===== config.mk =====
export PLATFORM = sky130hd
export DESIGN_NAME = dtp_top
export DESIGN_NICKNAME = d
export VERILOG_FILES = /design/src/include/dtp_pkg.sv /design/src/verilog/dtp_debounce.sv /design/src/verilog/dtp_top.sv
export SDC_FILE = /design/constraint.sdc
export NUM_CORES = 1
export LEC_CHECK = 0
export BUFFER_PORTS_ARGS = -buffer_cell sky130_fd_sc_hd__buf_2
export CORE_UTILIZATION = 30
export DETAILED_ROUTE_END_ITERATION = 8
export GPL_TIMING_DRIVEN = 0
export SETUP_SLACK_MARGIN = 0.3
export SLEW_MARGIN = 20
export SYNTH_ARGS = -nofsm -noshare
export SYNTH_HDL_FRONTEND = slang
export SYNTH_SLANG_ARGS = --single-unit

===== constraint.sdc =====
create_clock -name ref_clk -period 3.5 [get_ports ref_clk]
set_clock_uncertainty 0.05 [all_clocks]
set_input_delay 0.175 -clock ref_clk [delete_from_list [all_inputs] [get_ports ref_clk]]
set_output_delay 0.175 -clock ref_clk [all_outputs]
set_load 0.02 [all_outputs]

===== src/include/dtp_pkg.sv =====
// Functional notes
// - two limits compared separately: warning level and higher shutdown level
// - reaching the warning level raises the overtemperature warning event
// - reaching shutdown level holds the device in reset and requests OFF
// - after shutdown, power-on enables are blocked until below the warning level
// - both detections release only below their assertion level (hysteresis)
// - both detections are debounced before they take effect
// - warning level chosen from four settings in the thermal config register
// - protection on by default in ACTIVE; software may disable it
// - in SLEEP protection runs only when the keep-on retention bit is set
// - protection forced on during every OFF-to-ACTIVE transition
// - after thermal switch-off protection stays on through the OFF state
// - interrupt status flag records an OFF entry caused by thermal shutdown
// - from thermal OFF, switch-on starts once below the warning level
// - detection states readable and maskable in the thermal config register
// - warning interrupt suppressible by a bit of the interrupt mask register
// - warning event is a level, only generated in ACTIVE and SLEEP
package dtp_pkg;

   // ----------------------------------------------------------------
   // register map
   // ----------------------------------------------------------------
   localparam logic [7:0] THERM_CFG_ADDR = 8'h38;
   localparam logic [7:0] SLEEP_RET_ADDR = 8'h42;
   localparam logic [7:0] INT_STS_ADDR = 8'h50;
   localparam logic [7:0] INT_MSK_ADDR = 8'h51;

   localparam logic [7:0] THERM_CFG_RST = 8'h0D;
   localparam logic [7:0] SLEEP_RET_RST = 8'h00;
   localparam logic [7:0] INT_STS_RST = 8'h00;
   localparam logic [7:0] INT_MSK_RST = 8'hFF;

   // thermal config fields
   localparam int CFG_EN_BIT = 0;
   localparam int CFG_SEL_LSB = 2;
   localparam int CFG_HD_MASK_BIT = 4;
   localparam int CFG_TS_MASK_BIT = 5;
   localparam int CFG_HD_STATE_BIT = 6;
   localparam int CFG_TS_STATE_BIT = 7;
   localparam logic [7:0] CFG_WR_MASK = 8'h3F;

   // retention, status and mask fields
   localparam int RET_THERM_BIT = 0;
   localparam int STS_HOT_BIT = 0;
   localparam int STS_TSD_BIT = 3;
   localparam logic [7:0] STS_IMPL_MASK = 8'h09;

   // ----------------------------------------------------------------
   // temperature codes
   // ----------------------------------------------------------------
   localparam logic [3:0][7:0] HD_THR = {8'h82, 8'h7D, 8'h78, 8'h73};
   localparam logic [7:0] TS_THR = 8'h96;
   localparam logic [7:0] HYST = 8'h05;

   // ----------------------------------------------------------------
   // timing
   // ----------------------------------------------------------------
   localparam int CLK_PERIOD_NS = 10;
   localparam int DEB_TIME_NS = 10000;
   localparam int DEB_CYC = (DEB_TIME_NS + CLK_PERIOD_NS - 1) / CLK_PERIOD_NS;
   localparam logic [9:0] DEB_LAST = 10'(DEB_CYC - 1);

   // ----------------------------------------------------------------
   // types
   // ----------------------------------------------------------------
   typedef enum logic [1:0] {
      PWR_OFF = 2'b00,
      PWR_ACTIVE = 2'b01,
      PWR_SLEEP = 2'b10,
      PWR_OFF_TO_ACTIVE = 2'b11
   } dtp_pwr_t;

   typedef enum logic {
      PROT_RUN = 1'b0,
      PROT_SHUT = 1'b1
   } dtp_prot_t;

   typedef struct packed {
      logic [7:0] addr;
      logic [7:0] wdata;
      logic we;
      logic re;
   } dtp_bus_req_t;

   typedef struct packed {
      logic dev_reset;
      logic off_req;
      logic on_req;
      logic on_enable_block;
   } dtp_pwr_ctl_t;

   typedef struct packed {
      logic [9:0] cnt;
      logic level;
   } dtp_deb_st_t;

endpackage


===== src/verilog/dtp_debounce.sv =====
`timescale 1ns/1ps
module dtp_debounce import dtp_pkg::*; (
   input wire logic ref_clk,
   input wire logic rst,
   input wire logic raw,
   output logic level
);

   dtp_deb_st_t st;
   dtp_deb_st_t next_st;

   // ----------------------------------------------------------------
   // output follows raw only after it has differed for the full time
   // ----------------------------------------------------------------
   always_comb begin
      next_st = st;
      if (raw == st.level) begin
         next_st.cnt = '0;
      end else if (st.cnt == DEB_LAST) begin
         next_st.cnt = '0;
         next_st.level = raw;
      end else begin
         next_st.cnt = st.cnt + 10'h001;
      end
   end

   always_ff @(posedge ref_clk) begin
      if (rst) begin
         st <= '0;
      end else begin
         st <= next_st;
      end
   end

   assign level = st.level;

endmodule


===== src/verilog/dtp_top.sv =====
// Chosen here: the address map and the address-and-strobe port.
`timescale 1ns/1ps
module dtp_top import dtp_pkg::*; (
   input wire logic ref_clk,
   input wire logic rst,
   input wire dtp_bus_req_t bus,
   output logic [7:0] rd_data,
   input wire logic [7:0] die_temp,
   input wire dtp_pwr_t pwr_state,
   output dtp_pwr_ctl_t pwr_ctl,
   output logic warn_level,
   output logic prot_active,
   output logic irq
);

   // ----------------------------------------------------------------
   // state
   // ----------------------------------------------------------------
   typedef struct packed {
      dtp_prot_t prot;
      logic [7:0] cfg;
      logic [7:0] ret;
      logic [7:0] sts;
      logic [7:0] msk;
      logic [7:0] rdata;
      dtp_pwr_ctl_t ctl;
      logic warn;
      logic active;
      logic irq;
   } dtp_st_t;

   dtp_st_t st;
   dtp_st_t next_st;

   // ----------------------------------------------------------------
   // comparison with hysteresis and debounce
   // ----------------------------------------------------------------
   logic [1:0][7:0] thr_hi;
   logic [1:0][7:0] thr_lo;
   logic [1:0] cmp_raw;
   logic [1:0] det;

   always_comb begin
      thr_hi[0] = HD_THR[st.cfg[CFG_SEL_LSB +: 2]];
      thr_hi[1] = TS_THR;
      thr_lo[0] = thr_hi[0] - HYST;
      thr_lo[1] = thr_hi[1] - HYST;
   end

   genvar ch;
   generate
      for (ch = 0; ch < 2; ch++) begin : g_det
         // release threshold drops once the detection is asserted
         assign cmp_raw[ch] = det[ch] ? (die_temp >= thr_lo[ch])
                                      : (die_temp >= thr_hi[ch]);
         dtp_debounce u_deb (
            .ref_clk(ref_clk),
            .rst(rst),
            .raw(cmp_raw[ch]),
            .level(det[ch])
         );
      end
   endgenerate

   // ----------------------------------------------------------------
   // enable and effective detections
   // ----------------------------------------------------------------
   logic forced_on;
   logic prot_en;
   logic run_state;
   logic hd_eff;
   logic ts_eff;

   always_comb begin
      forced_on = (pwr_state == PWR_OFF_TO_ACTIVE)
                  || (st.prot == PROT_SHUT);
      run_state = (pwr_state == PWR_ACTIVE) || (pwr_state == PWR_SLEEP);
      prot_en = forced_on;
      if ((pwr_state == PWR_ACTIVE) && st.cfg[CFG_EN_BIT]) begin
         prot_en = 1'b1;
      end
      if ((pwr_state == PWR_SLEEP) && st.ret[RET_THERM_BIT]) begin
         prot_en = 1'b1;
      end
      hd_eff = prot_en && det[0] && !st.cfg[CFG_HD_MASK_BIT];
      ts_eff = prot_en && det[1]
               && (!st.cfg[CFG_TS_MASK_BIT] || forced_on);
   end

   // ----------------------------------------------------------------
   // register decode helpers
   // ----------------------------------------------------------------
   logic wr_cfg;
   logic wr_ret;
   logic wr_sts;
   logic wr_msk;

   always_comb begin
      wr_cfg = bus.we && (bus.addr == THERM_CFG_ADDR);
      wr_ret = bus.we && (bus.addr == SLEEP_RET_ADDR);
      wr_sts = bus.we && (bus.addr == INT_STS_ADDR);
      wr_msk = bus.we && (bus.addr == INT_MSK_ADDR);
   end

   // ----------------------------------------------------------------
   // next state
   // ----------------------------------------------------------------
   logic [7:0] sts_set;
   logic [7:0] sts_clr;
   logic [7:0] cfg_view;

   always_comb begin
      next_st = st;
      sts_set = 8'h00;
      sts_clr = 8'h00;
      next_st.ctl.off_req = 1'b0;
      next_st.ctl.on_req = 1'b0;

      // protection sequence
      unique case (st.prot)
         PROT_RUN: begin
            if (ts_eff && (pwr_state != PWR_OFF)) begin
               next_st.prot = PROT_SHUT;
               next_st.ctl.off_req = 1'b1;
               sts_set[STS_TSD_BIT] = 1'b1;
            end
         end
         PROT_SHUT: begin
            if (!det[0]) begin
               next_st.prot = PROT_RUN;
               next_st.ctl.on_req = 1'b1;
            end
         end
      endcase

      // held in reset and power-on enables ignored while shut down
      next_st.ctl.dev_reset = (next_st.prot == PROT_SHUT);
      next_st.ctl.on_enable_block = (next_st.prot == PROT_SHUT);

      // warning event: level, only in ACTIVE and SLEEP
      next_st.warn = hd_eff && run_state;
      if (hd_eff && run_state) begin
         sts_set[STS_HOT_BIT] = 1'b1;
      end

      next_st.active = prot_en;

      // register writes
      if (wr_cfg) begin
         next_st.cfg = bus.wdata & CFG_WR_MASK;
      end
      if (wr_ret) begin
         next_st.ret = bus.wdata;
      end
      if (wr_msk) begin
         next_st.msk = bus.wdata;
      end
      if (wr_sts) begin
         sts_clr = bus.wdata & STS_IMPL_MASK;
      end

      // set wins over a write-one clear
      next_st.sts = ((st.sts & ~sts_clr) | sts_set) & STS_IMPL_MASK;

      // interrupt follows the registered status and mask
      next_st.irq = |(next_st.sts & ~next_st.msk & STS_IMPL_MASK);

      // read path, data valid the cycle after the strobe only
      cfg_view = st.cfg & CFG_WR_MASK;
      cfg_view[CFG_HD_STATE_BIT] = det[0];
      cfg_view[CFG_TS_STATE_BIT] = det[1];
      next_st.rdata = 8'h00;
      if (bus.re) begin
         unique case (bus.addr)
            THERM_CFG_ADDR: begin
               next_st.rdata = cfg_view;
            end
            SLEEP_RET_ADDR: begin
               next_st.rdata = st.ret;
            end
            INT_STS_ADDR: begin
               next_st.rdata = st.sts;
            end
            INT_MSK_ADDR: begin
               next_st.rdata = st.msk;
            end
            default: begin
               next_st.rdata = 8'h00;
            end
         endcase
      end
   end

   // ----------------------------------------------------------------
   // registers
   // ----------------------------------------------------------------
   always_ff @(posedge ref_clk) begin
      if (rst) begin
         st.prot <= PROT_RUN;
         st.cfg <= THERM_CFG_RST & CFG_WR_MASK;
         st.ret <= SLEEP_RET_RST;
         st.sts <= INT_STS_RST;
         st.msk <= INT_MSK_RST;
         st.rdata <= 8'h00;
         st.ctl <= '0;
         st.warn <= 1'b0;
         st.active <= 1'b0;
         st.irq <= 1'b0;
      end else begin
         st <= next_st;
      end
   end

   // ----------------------------------------------------------------
   // outputs
   // ----------------------------------------------------------------
   assign rd_data = st.rdata;
   assign pwr_ctl = st.ctl;
   assign warn_level = st.warn;
   assign prot_active = st.active;
   assign irq = st.irq;

endmodule


Word-level counts from Yosys, hierarchy flattened. Cells that the tools add are included.

Register bits: 60. Input bits: 30. Output and inout bits: 15. Word-level logic and storage cells: 83.

Add/subtract/negate cells: 3. Magnitude comparators: 5. Equality and inequality tests: 11. Mux-type cells: 15. Bitwise operators: 9. Reduce and logical (&&, ||, !) cells: 25.

Operator list (number): $pmux W8 S4 (1); $eq A8 B7 Y1 const B (3); $add A10 B1 Y10 const B (2); $eq A10 B10 Y1 const B (2); $bmux W8 S2 (1); $ge A8 B8 Y1 (2); $ge A8 B8 Y1 const B (2); $mux W8 (2); $logic_and A1 B1 Y1 (12); $mux W1 (9); $and A4 B4 Y4 (2); $eq A8 B6 Y1 const B (1); $not A4 Y4 (2); $sub A8 B3 Y8 const B (1); $reduce_or A2 Y1 (3); $reduce_or A3 Y1 (2); $eq A2 B2 Y1 const B (2); $mux W4 (1); $not A1 Y1 (4); $or A4 B4 Y4 (1); $reduce_and A2 Y1 (2); $logic_or A1 B1 Y1 (3); $lt A2 B3 Y1 const B (1); $eq A1 B1 Y1 (2); other kinds (4) (5).

Depth between registers and ports, before layout. Gate-level depths: netlist of run 1.

Depth in word-level cells: 12. Gate-level depth with buffers: 10. Depth with buffers taken out: 10.

Modules after synthesis. From an unflattened synthesis of run 1, not the netlist that was laid out.

Cell total of the unflattened synthesis: 343. Area, all modules: 3148.0 um^2.

By module, submodules not included: dtp_top (times used 1, cells each 233, area an instance 2167.1 um^2, sequential area each 760.7 um^2); dtp_debounce (times used 2, cells each 55, area an instance 490.5 um^2, sequential area each 220.2 um^2).

Least setup slack after synthesis of run 1. OpenSTA, ideal clock, no wires.

Path kind: register -> register. Start: reg st, in the netlist cfg_view[3]. End: reg g_det[0].u_deb.st[4] in the netlist's numbering. Setup time: 0.145 ns. Data arrival time: 2.395 ns. Data required time: 3.305 ns. Setup slack: 0.910 ns. Cell stages (with the launch flop): 10. Buffers on the path: 0. Period minus slack after synthesis: 2.590 ns. Cells stage by stage: dfxtp_1 inv_1 ha_1 or2_2 ha_1 nand2b_1 a2111oi_0 o41ai_1 mux2i_1 nor3b_1.

Cells in the longest elaborated chain, start to end: 7. Elaborated cells between the ends (all ways): 8. Classes of those cells: 1 x add/sub; 2 x order compare; 1 x eq/ne; 3 x mux; 1 x reduce/logical.

RTL lines: start: declaration (line dtp_top.sv:32) `dtp_st_t st;`; start signal: assignment (line dtp_top.sv:210) `st <= next_st;`; $bmux W8 S2 (*) (line dtp_top.sv:44) `thr_hi[0] = HD_THR[st.cfg[CFG_SEL_LSB +: 2]];`; $mux W8 (implied by the code) (*) (line dtp_top.sv:44); $sub A8 B3 Y8 (line dtp_top.sv:46) `thr_lo[0] = thr_hi[0] - HYST;`; $ge A8 B8 Y1 (line dtp_top.sv:54) `assign cmp_raw[ch] = det[ch] ? (die_temp >= thr_lo[ch])`; $mux W1 (*) (line dtp_top.sv:54); $eq A1 B1 Y1 (*) (line dtp_debounce.sv:17) `if (raw == st.level) begin`; $reduce_or A3 Y1 (no line) (*); end signal: assignment (line dtp_debounce.sv:31) `st <= next_st;`; end: declaration (line dtp_debounce.sv:9) `dtp_deb_st_t st;`.

Mark *: on every way between the ends. The rest lies on a longest branch, timed or not. The select of a mux whose other input is x is not followed. A chain may end at the register's enable or synchronous reset.

Worst setup path in the final report of run 1.
Start: reg st, in the netlist cfg_view[3]. End: reg g_det[0].u_deb.st[2] in the netlist's numbering.

The elaborated chain is that of the path after synthesis.

==> results of run 1 <==
## cell families after synthesis
group | count (synthesis) | share of synthesized area, %
fa+ha+maj | 25 | 10.2
simple gates | 137 | 23.7
compound gates | 52 | 10.6
mux | 15 | 5.09
xor+xnor | 17 | 4.85
flops | 60 | 39.1
buf+inv | 39 | 6.44
## cell type report
type,instances,area (µm²),share of cell area (%)
Clock inverter,6,88.8,2.41
Inverter,15,56.3,1.53
Timing Repair Buffer,44,223,6.05
Buffer,24,141,3.84
Clock buffer,10,128,3.47
Tap cell,133,166,4.52
Sequential cell,60,1200,32.6
Multi-Input combinational cell,246,1680,45.5
## power groups by stage
| stage | Clock [mW] | Sequential [mW] | Combinational [mW] |
|---|---|---|---|
| after floorplan | 0 | 0.704 | 0.0457 |
| after global placement | 0 | 0.703 | 0.0867 |
| after detailed placement | 0 | 0.704 | 0.0893 |
| after CTS | 0.699 | 0.688 | 0.0897 |
| after global routing | 0.735 | 0.688 | 0.103 |
| final | 0.685 | 0.688 | 0.0915 |
## flip-flops by register name (all words and copies together) (netlist names), named ones only
name,count
prot_active,1
cfg_view,6
rd_data,8
g_det.u_deb.st,20
pwr_ctl,3
irq,1
g_det.u_deb.level,2
st,16
warn_level,1
## cell usage in the layout (no fill, tap or decap), types with 3 or more instances in the layout
cell	n
a21oi_1	25
a22oi_1	7
a31oi_1	3
and2_1	4
buf_2	45
buf_4	14
clkbuf_1	10
clkbuf_8	9
dfxtp_1	60
ha_1	25
inv_1	15
mux2i_1	12
nand2_1	41
nand2b_1	3
nand3_1	15
nand4b_1	4
nor2_1	25
nor2b_1	3
nor3_1	17
nor3b_1	4
o211ai_1	3
o21ai_0	4
xnor2_1	10
xor2_1	7
## stage by stage
step / utilization (%) / setup WS (ps) / std cells / cell area, µm²
global route: 37.3 / 384 / 538 / 3680
global placement: 35.0 / 345 / 521 / 3450
CTS: 37.2 / 364 / 537 / 3670
finish: 37.3 / 617 / 538 / 3680
detailed placement: 35.0 / 390 / 521 / 3450
floorplan: - / 910 / 345 / 3070
## worst max path at each step
stage / cells past startpoint / start / slack (ps) / end
floorplan: 9 / cfg_view[3] / 910 / g_det[0].u_deb.st[4]
global placement: 9 / cfg_view[3] / 340 / g_det[0].u_deb.st[4]
detailed placement: 9 / cfg_view[3] / 390 / g_det[0].u_deb.st[2]
CTS: 9 / cfg_view[3] / 360 / g_det[0].u_deb.st[2]
global route: 10 / cfg_view[3] / 380 / g_det[0].u_deb.st[2]
finish: 10 / cfg_view[3] / 620 / g_det[0].u_deb.st[2]
## critical path: stages (launching register included)
cell and delay [ps]:
dfxtp_1 480, inv_1 160, ha_1 200, or2_2 310
ha_1 290, nand2b_1 110, a2111oi_0 90, o41ai_1 570
mux2i_2 140, buf_4 210, nor3_1 190
## routing by layer
layer | wire length, µm | global-route usage, % | part of all wire (%) | vias to the layer above
met5 | 0 | 0 | 0 | -
met4 | 127 | 7.37 | 1.9 | 0
met3 | 268 | 3.49 | 3.9 | 13
met2 | 3280 | 23.9 | 48 | 47
met1 | 3120 | 16.2 | 46 | 1190
li1 | - | - | - | 1302
## what timing repair did
action	in CTS	in global routing
setup buffers	0	1
gates resized for setup	0	1
setup endpoints to repair	0	10
==> qor.txt, run 1 <==
status: finished, final reports clean
Crit Path Category: reg2reg
Commonest cells post-synth: 60 x dfxtp_1, 41 x nand2_1, 25 x a21oi_1, 25 x ha_1, 25 x nor2_1
CTS Buffer Depth: 2
post-synthesis register bit count: 60
antenna fix cells: 0
FP Rows: 36
hold path cells: 3
total CTS buffers: 9
Tcrit/Tclk final: 82.4%
Pleak: 1.45 nW
Via Count: 2,552
hold slack: 28.8 ps
post-synth top area share: 39.1%
Hold WC Path Type: in2reg
Clock Latency Late Sink: 350 ps
GRT Overall Usage: 14.0%
leading area contributor after synthesis: dfxtp_1
Initial Utilization: 31.1%
Setup violations, final: 0
net switching power: 0.342 mW
clk root buf: clkbuf_8
fmax: 347 MHz
Min-Delay Startpoint: bus[9]
vias in the first global route: 2,463
peak supply drop: 248 µV
Fillers: 992
RSZ-0062 raised after global routing: false
share of cells above drive strength 1: 20.7%
Total Power: 1.46 mW
drt total wl: 6.80 mm
Critical Path RT: 3710 ps
switching power share of the total: 23.3%
Mean Syn Cell Area: 8.90 µm²
Post-synth EDFFs: 0
Seq/Total Area, Yosys: 39.1%
total power per unit cell area: 398 mW/mm²
Unique masters post-synth: 51
global placement routability congestion: 0.816
total gr overflow: 0
num ports: 45
first-pass GRT wire length: 11.3 mm
CTS sink cnt: 60
CTS tree: yes
Slew Viols, Final: 0
Max Cap Viol: 0
max_slew headroom: 43.4%
reg-to-reg startpoint: cfg_view[3]
FF-to-FF End: g_det[0].u_deb.st[2]
die height: 103 µm
Combinational Power Share: 6.3%
worst endpoint data arrival time: 3090 ps
Die Span X: 103 µm
H-tree levels: 3
Synth Flop Type: dfxtp_1
DRC viols: 0
Mapped Nets: 400
Hold EP: st[22]
CTS hold repair buffers: 0
Routed Antenna Nets: 0
pin count of the biggest net entering global routing: 12
count leader, synth: dfxtp_1
IO Port Bufs: 43
Cells after Synth: 345
Reg power frac: 47.0%
cell internal pwr: 1.12 mW
Final Hold Viols: 0
clock share of power: 46.8%
DR vias/cell: 4.74
CP Launch Type: flip-flop
hpwl dp: 5.10 mm
yosys warns: 0
starting DRC count in detailed routing: 63
synthesized area: 0.00307 mm²
Core ar.: 0.00986 mm²
DRT Pass-1 Iters: 4
Fin Setup TNS: 0 ps
worst-case reg-to-reg path depth: 10
Post-synth ARST share: 0%
Final nets: 455
Worst R2R Setup Slack: 620 ps
Slew @ Worst Pin: 825 ps
Die ar.: 0.0106 mm²
crit path capture type: flip-flop
area delta synth->final: 19.8%
antenna violations before repair: 0
Synth area leaders: dfxtp_1 39%, ha_1 10%, nand2_1 5.0%
Reg clk slew, reported paths: 70 ps
WL/cell: 12.6 µm
CP Max Fanout: 10
min cycle time layout: 2880 ps
Power figures use the tool's default switching activity.
==> run 2: changes to the inputs <==
- ABC_AREA: not set -> 1
- clock period: 3.5 -> 2.5 ns (I/O delays scaled with it)
==> qor.txt, run 2 <==
status: finished, final reports clean (unchanged)
Critical Path RT: 2670 ps (was 3710 ps)
Mapped Nets: 491 (was 400)
CP Max Fanout: 10 (unchanged)
reg-to-reg startpoint: cfg_view[3] (unchanged)
Final Hold Viols: 0 (unchanged)
Design Area, Final: 0.00383 mm² (was 0.00368 mm²)
Core ar.: 0.0103 mm² (was 0.00986 mm²)
Final nets: 550 (was 455)
leading area contributor after synthesis: dfxtp_1 (unchanged)
antenna violations before repair: 0 (unchanged)
WL/cell: 11.2 µm (was 12.6 µm)
hold slack: 22.5 ps (was 28.8 ps)
area delta synth->final: 21.5% (was 19.8%)
antenna fix cells: 0 (unchanged)
H-tree levels: 3 (unchanged)
Post-synth EDFFs: 0 (unchanged)
Setup violations, final: 0 (unchanged)
CTS sink cnt: 60 (unchanged)
total CTS buffers: 9 (unchanged)
starting DRC count in detailed routing: 119 (was 63)
synthesized area: 0.00315 mm² (was 0.00307 mm²)
Biggest register: g_det.u_deb.st (unchanged)
Unique masters post-synth: 29 (was 51)
first-pass GRT wire length: 12.3 mm (was 11.3 mm)
IO Port Bufs: 42 (was 43)
Slew Viols, Final: 0 (unchanged)
FF-to-FF End: g_det[0].u_deb.st[7] (was g_det[0].u_deb.st[2])
Commonest cells post-synth: 106 x nand2_1, 60 x dfxtp_1, 60 x inv_1, 52 x nor2_1, 34 x nand3_1 (was 60 x dfxtp_1, 41 x nand2_1, 25 x a21oi_1, 25 x ha_1, 25 x nor2_1)
worst slack, placed: 170 ps (was 390 ps)
Reg clk slew, reported paths: 60 ps (was 70 ps)
Crit Path Category: reg2reg (unchanged)
total gr overflow: 0 (unchanged)
FP Rows: 37 (was 36)
total power per unit cell area: 519 mW/mm² (was 398 mW/mm²)
commonest non-fill, non-tap cell in the layout: nand2_1 (was dfxtp_1)
global placement routability congestion: 0.850 (was 0.816)
Via Count: 2,789 (was 2,552)
hpwl dp: 5.51 mm (was 5.10 mm)
Clock Latency Late Sink: 330 ps (was 350 ps)
dpl cell area: 0.00353 mm² (was 0.00345 mm²)
fmax: 501 MHz (was 347 MHz)
count leader, synth: nand2_1 (was dfxtp_1)
Cells after Synth: 436 (was 345)
yosys warns: 0 (unchanged)
DRT Pass-1 Iters: 4 (unchanged)
Initial Utilization: 30.7% (was 31.1%)
worst endpoint data arrival time: 2160 ps (was 3090 ps)
CP Launch Type: flip-flop (unchanged)
Fin Setup TNS: 0 ps (unchanged)
Seq/Total Area, Yosys: 38.1% (was 39.1%)
peak supply drop: 221 µV (was 248 µV)
Slew @ Worst Pin: 639 ps (was 825 ps)
max_slew headroom: 57.1% (was 43.4%)
Total Power: 1.99 mW (was 1.46 mW)
Synth area leaders: dfxtp_1 38%, nand2_1 13%, ha_1 9.9% (was dfxtp_1 39%, ha_1 10%, nand2_1 5.0%)
share of cells above drive strength 1: 18.2% (was 20.7%)
Post-synth ARST share: 0% (unchanged)
Largest register FFs: 20 (unchanged)
Max Cap Viol: 0 (unchanged)
DR vias/cell: 4.39 (was 4.74)
CTS tree: yes (unchanged)
Pleak: 1.81 nW (was 1.45 nW)
vias in the first global route: 2,811 (was 2,463)
crit path capture type: flip-flop (unchanged)
pin count of the biggest net entering global routing: 11 (was 12)
RSZ-0062 raised after global routing: false (unchanged)
setup ws final: 506 ps (was 617 ps)
die height: 105 µm (was 103 µm)
Worst R2R Setup Slack: 510 ps (was 620 ps)
Mean Syn Cell Area: 7.23 µm² (was 8.90 µm²)
Hold WC Path Type: in2reg (unchanged)
drt total wl: 7.10 mm (was 6.80 mm)
min cycle time layout: 1990 ps (was 2880 ps)
post-synthesis register bit count: 60 (unchanged)
CTS Buffer Depth: 2 (unchanged)
Tcrit/Tclk final: 79.8% (was 82.4%)
critical path capture point: g_det[0].u_deb.st[7] (was g_det[0].u_deb.st[2])
num ports: 45 (unchanged)
placed cell count: 614 (was 521)
Die Span X: 105 µm (was 103 µm)
post-synth top area share: 38.1% (was 39.1%)
worst-case reg-to-reg path depth: 16 (was 10)
clk root buf: clkbuf_8 (unchanged)
Routed Antenna Nets: 0 (unchanged)
GRT Overall Usage: 14.1% (was 14.0%)
Synth Flop Type: dfxtp_1 (unchanged)
Die ar.: 0.0109 mm² (was 0.0106 mm²)
Finished Layout Cells: 636 (was 538)
most frequent cells in the layout: 105 x nand2_1, 58 x inv_1, 58 x dfxtp_1 (was 60 x dfxtp_1, 45 x buf_2, 41 x nand2_1)
final core occ: 37.3% (about the same)
DRC viols: 0 (unchanged)
Fillers: 1,115 (was 992)
Worst Setup SP: cfg_view[3] (unchanged)
run 2: cell families after synthesis:
family	count (synthesis)	share of synthesized area [%]
DFF	60	38.1
buffers and inverters	81	11.2
xor gates and xnor gates	16	4.44
AOI/OAI and AO/OA	45	7.77
and+or+nand+nor	209	28.6
adders and majority gates	25	9.92
run 2: critical path, cell delays in order (launching register included):
cell and delay, ps:
dfxtp_4 370, inv_2 80, ha_2 180, nor2_2 110, inv_1 50, ha_1 280, nand2_1 70, nand2_1 50
nand2_1 50, nand2_1 50, nand2_1 70, nand2_2 70, nand2_1 60, nand2_1 50, nand3b_1 100, buf_6 150
nor2_1 50
run 2: how the worst min path moves through the flow:
stage,slack (ps),to,cells after the start,start
floorplan,190,flip-flop,2,bus[4]
global placement,310,st[21],3,bus[8]
detailed placement,300,st[21],3,bus[8]
CTS,5,st[36],3,bus[7]
global route,20,st[20],3,bus[7]
finish,20,cfg_view[0],3,bus[2]
run 2: power by group:
part | internal (mW) | total [mW] | switching, mW
Clock | 0.512 | 0.884 | 0.372
Sequential | 0.959 | 0.962 | 0.00314
Combinational | 0.0536 | 0.142 | 0.0886
Total | 1.52 | 1.99 | 0.464
run 2: layout make-up:
cell class	instances	area, µm²	share of cell area, %
sequential	60	1210	31.5
clock buffer	12	155	4.05
clock inverter	4	47.5	1.24
inverter	65	249	6.50
multi-input combinational	295	1620	42.4
tap	136	170	4.44
buffer	16	105	2.74
timing repair buffer	48	272	7.09
run 2: routing by layer:
metal,track usage [%],up-vias,routed length [µm]
met5,0,-,0
met4,7.45,0,248
met3,4.49,22,367
met2,23.8,65,3290
met1,15.8,1223,3190
li1,-,1479,-
run 2: what timing repair did:
action                     CTS  global route
setup endpoints to repair   10            11
buffers inserted             1             0
gates resized for setup      0            13
hold endpoints to repair     7             0
pin swaps                    1             0
hold buffers                 5             0
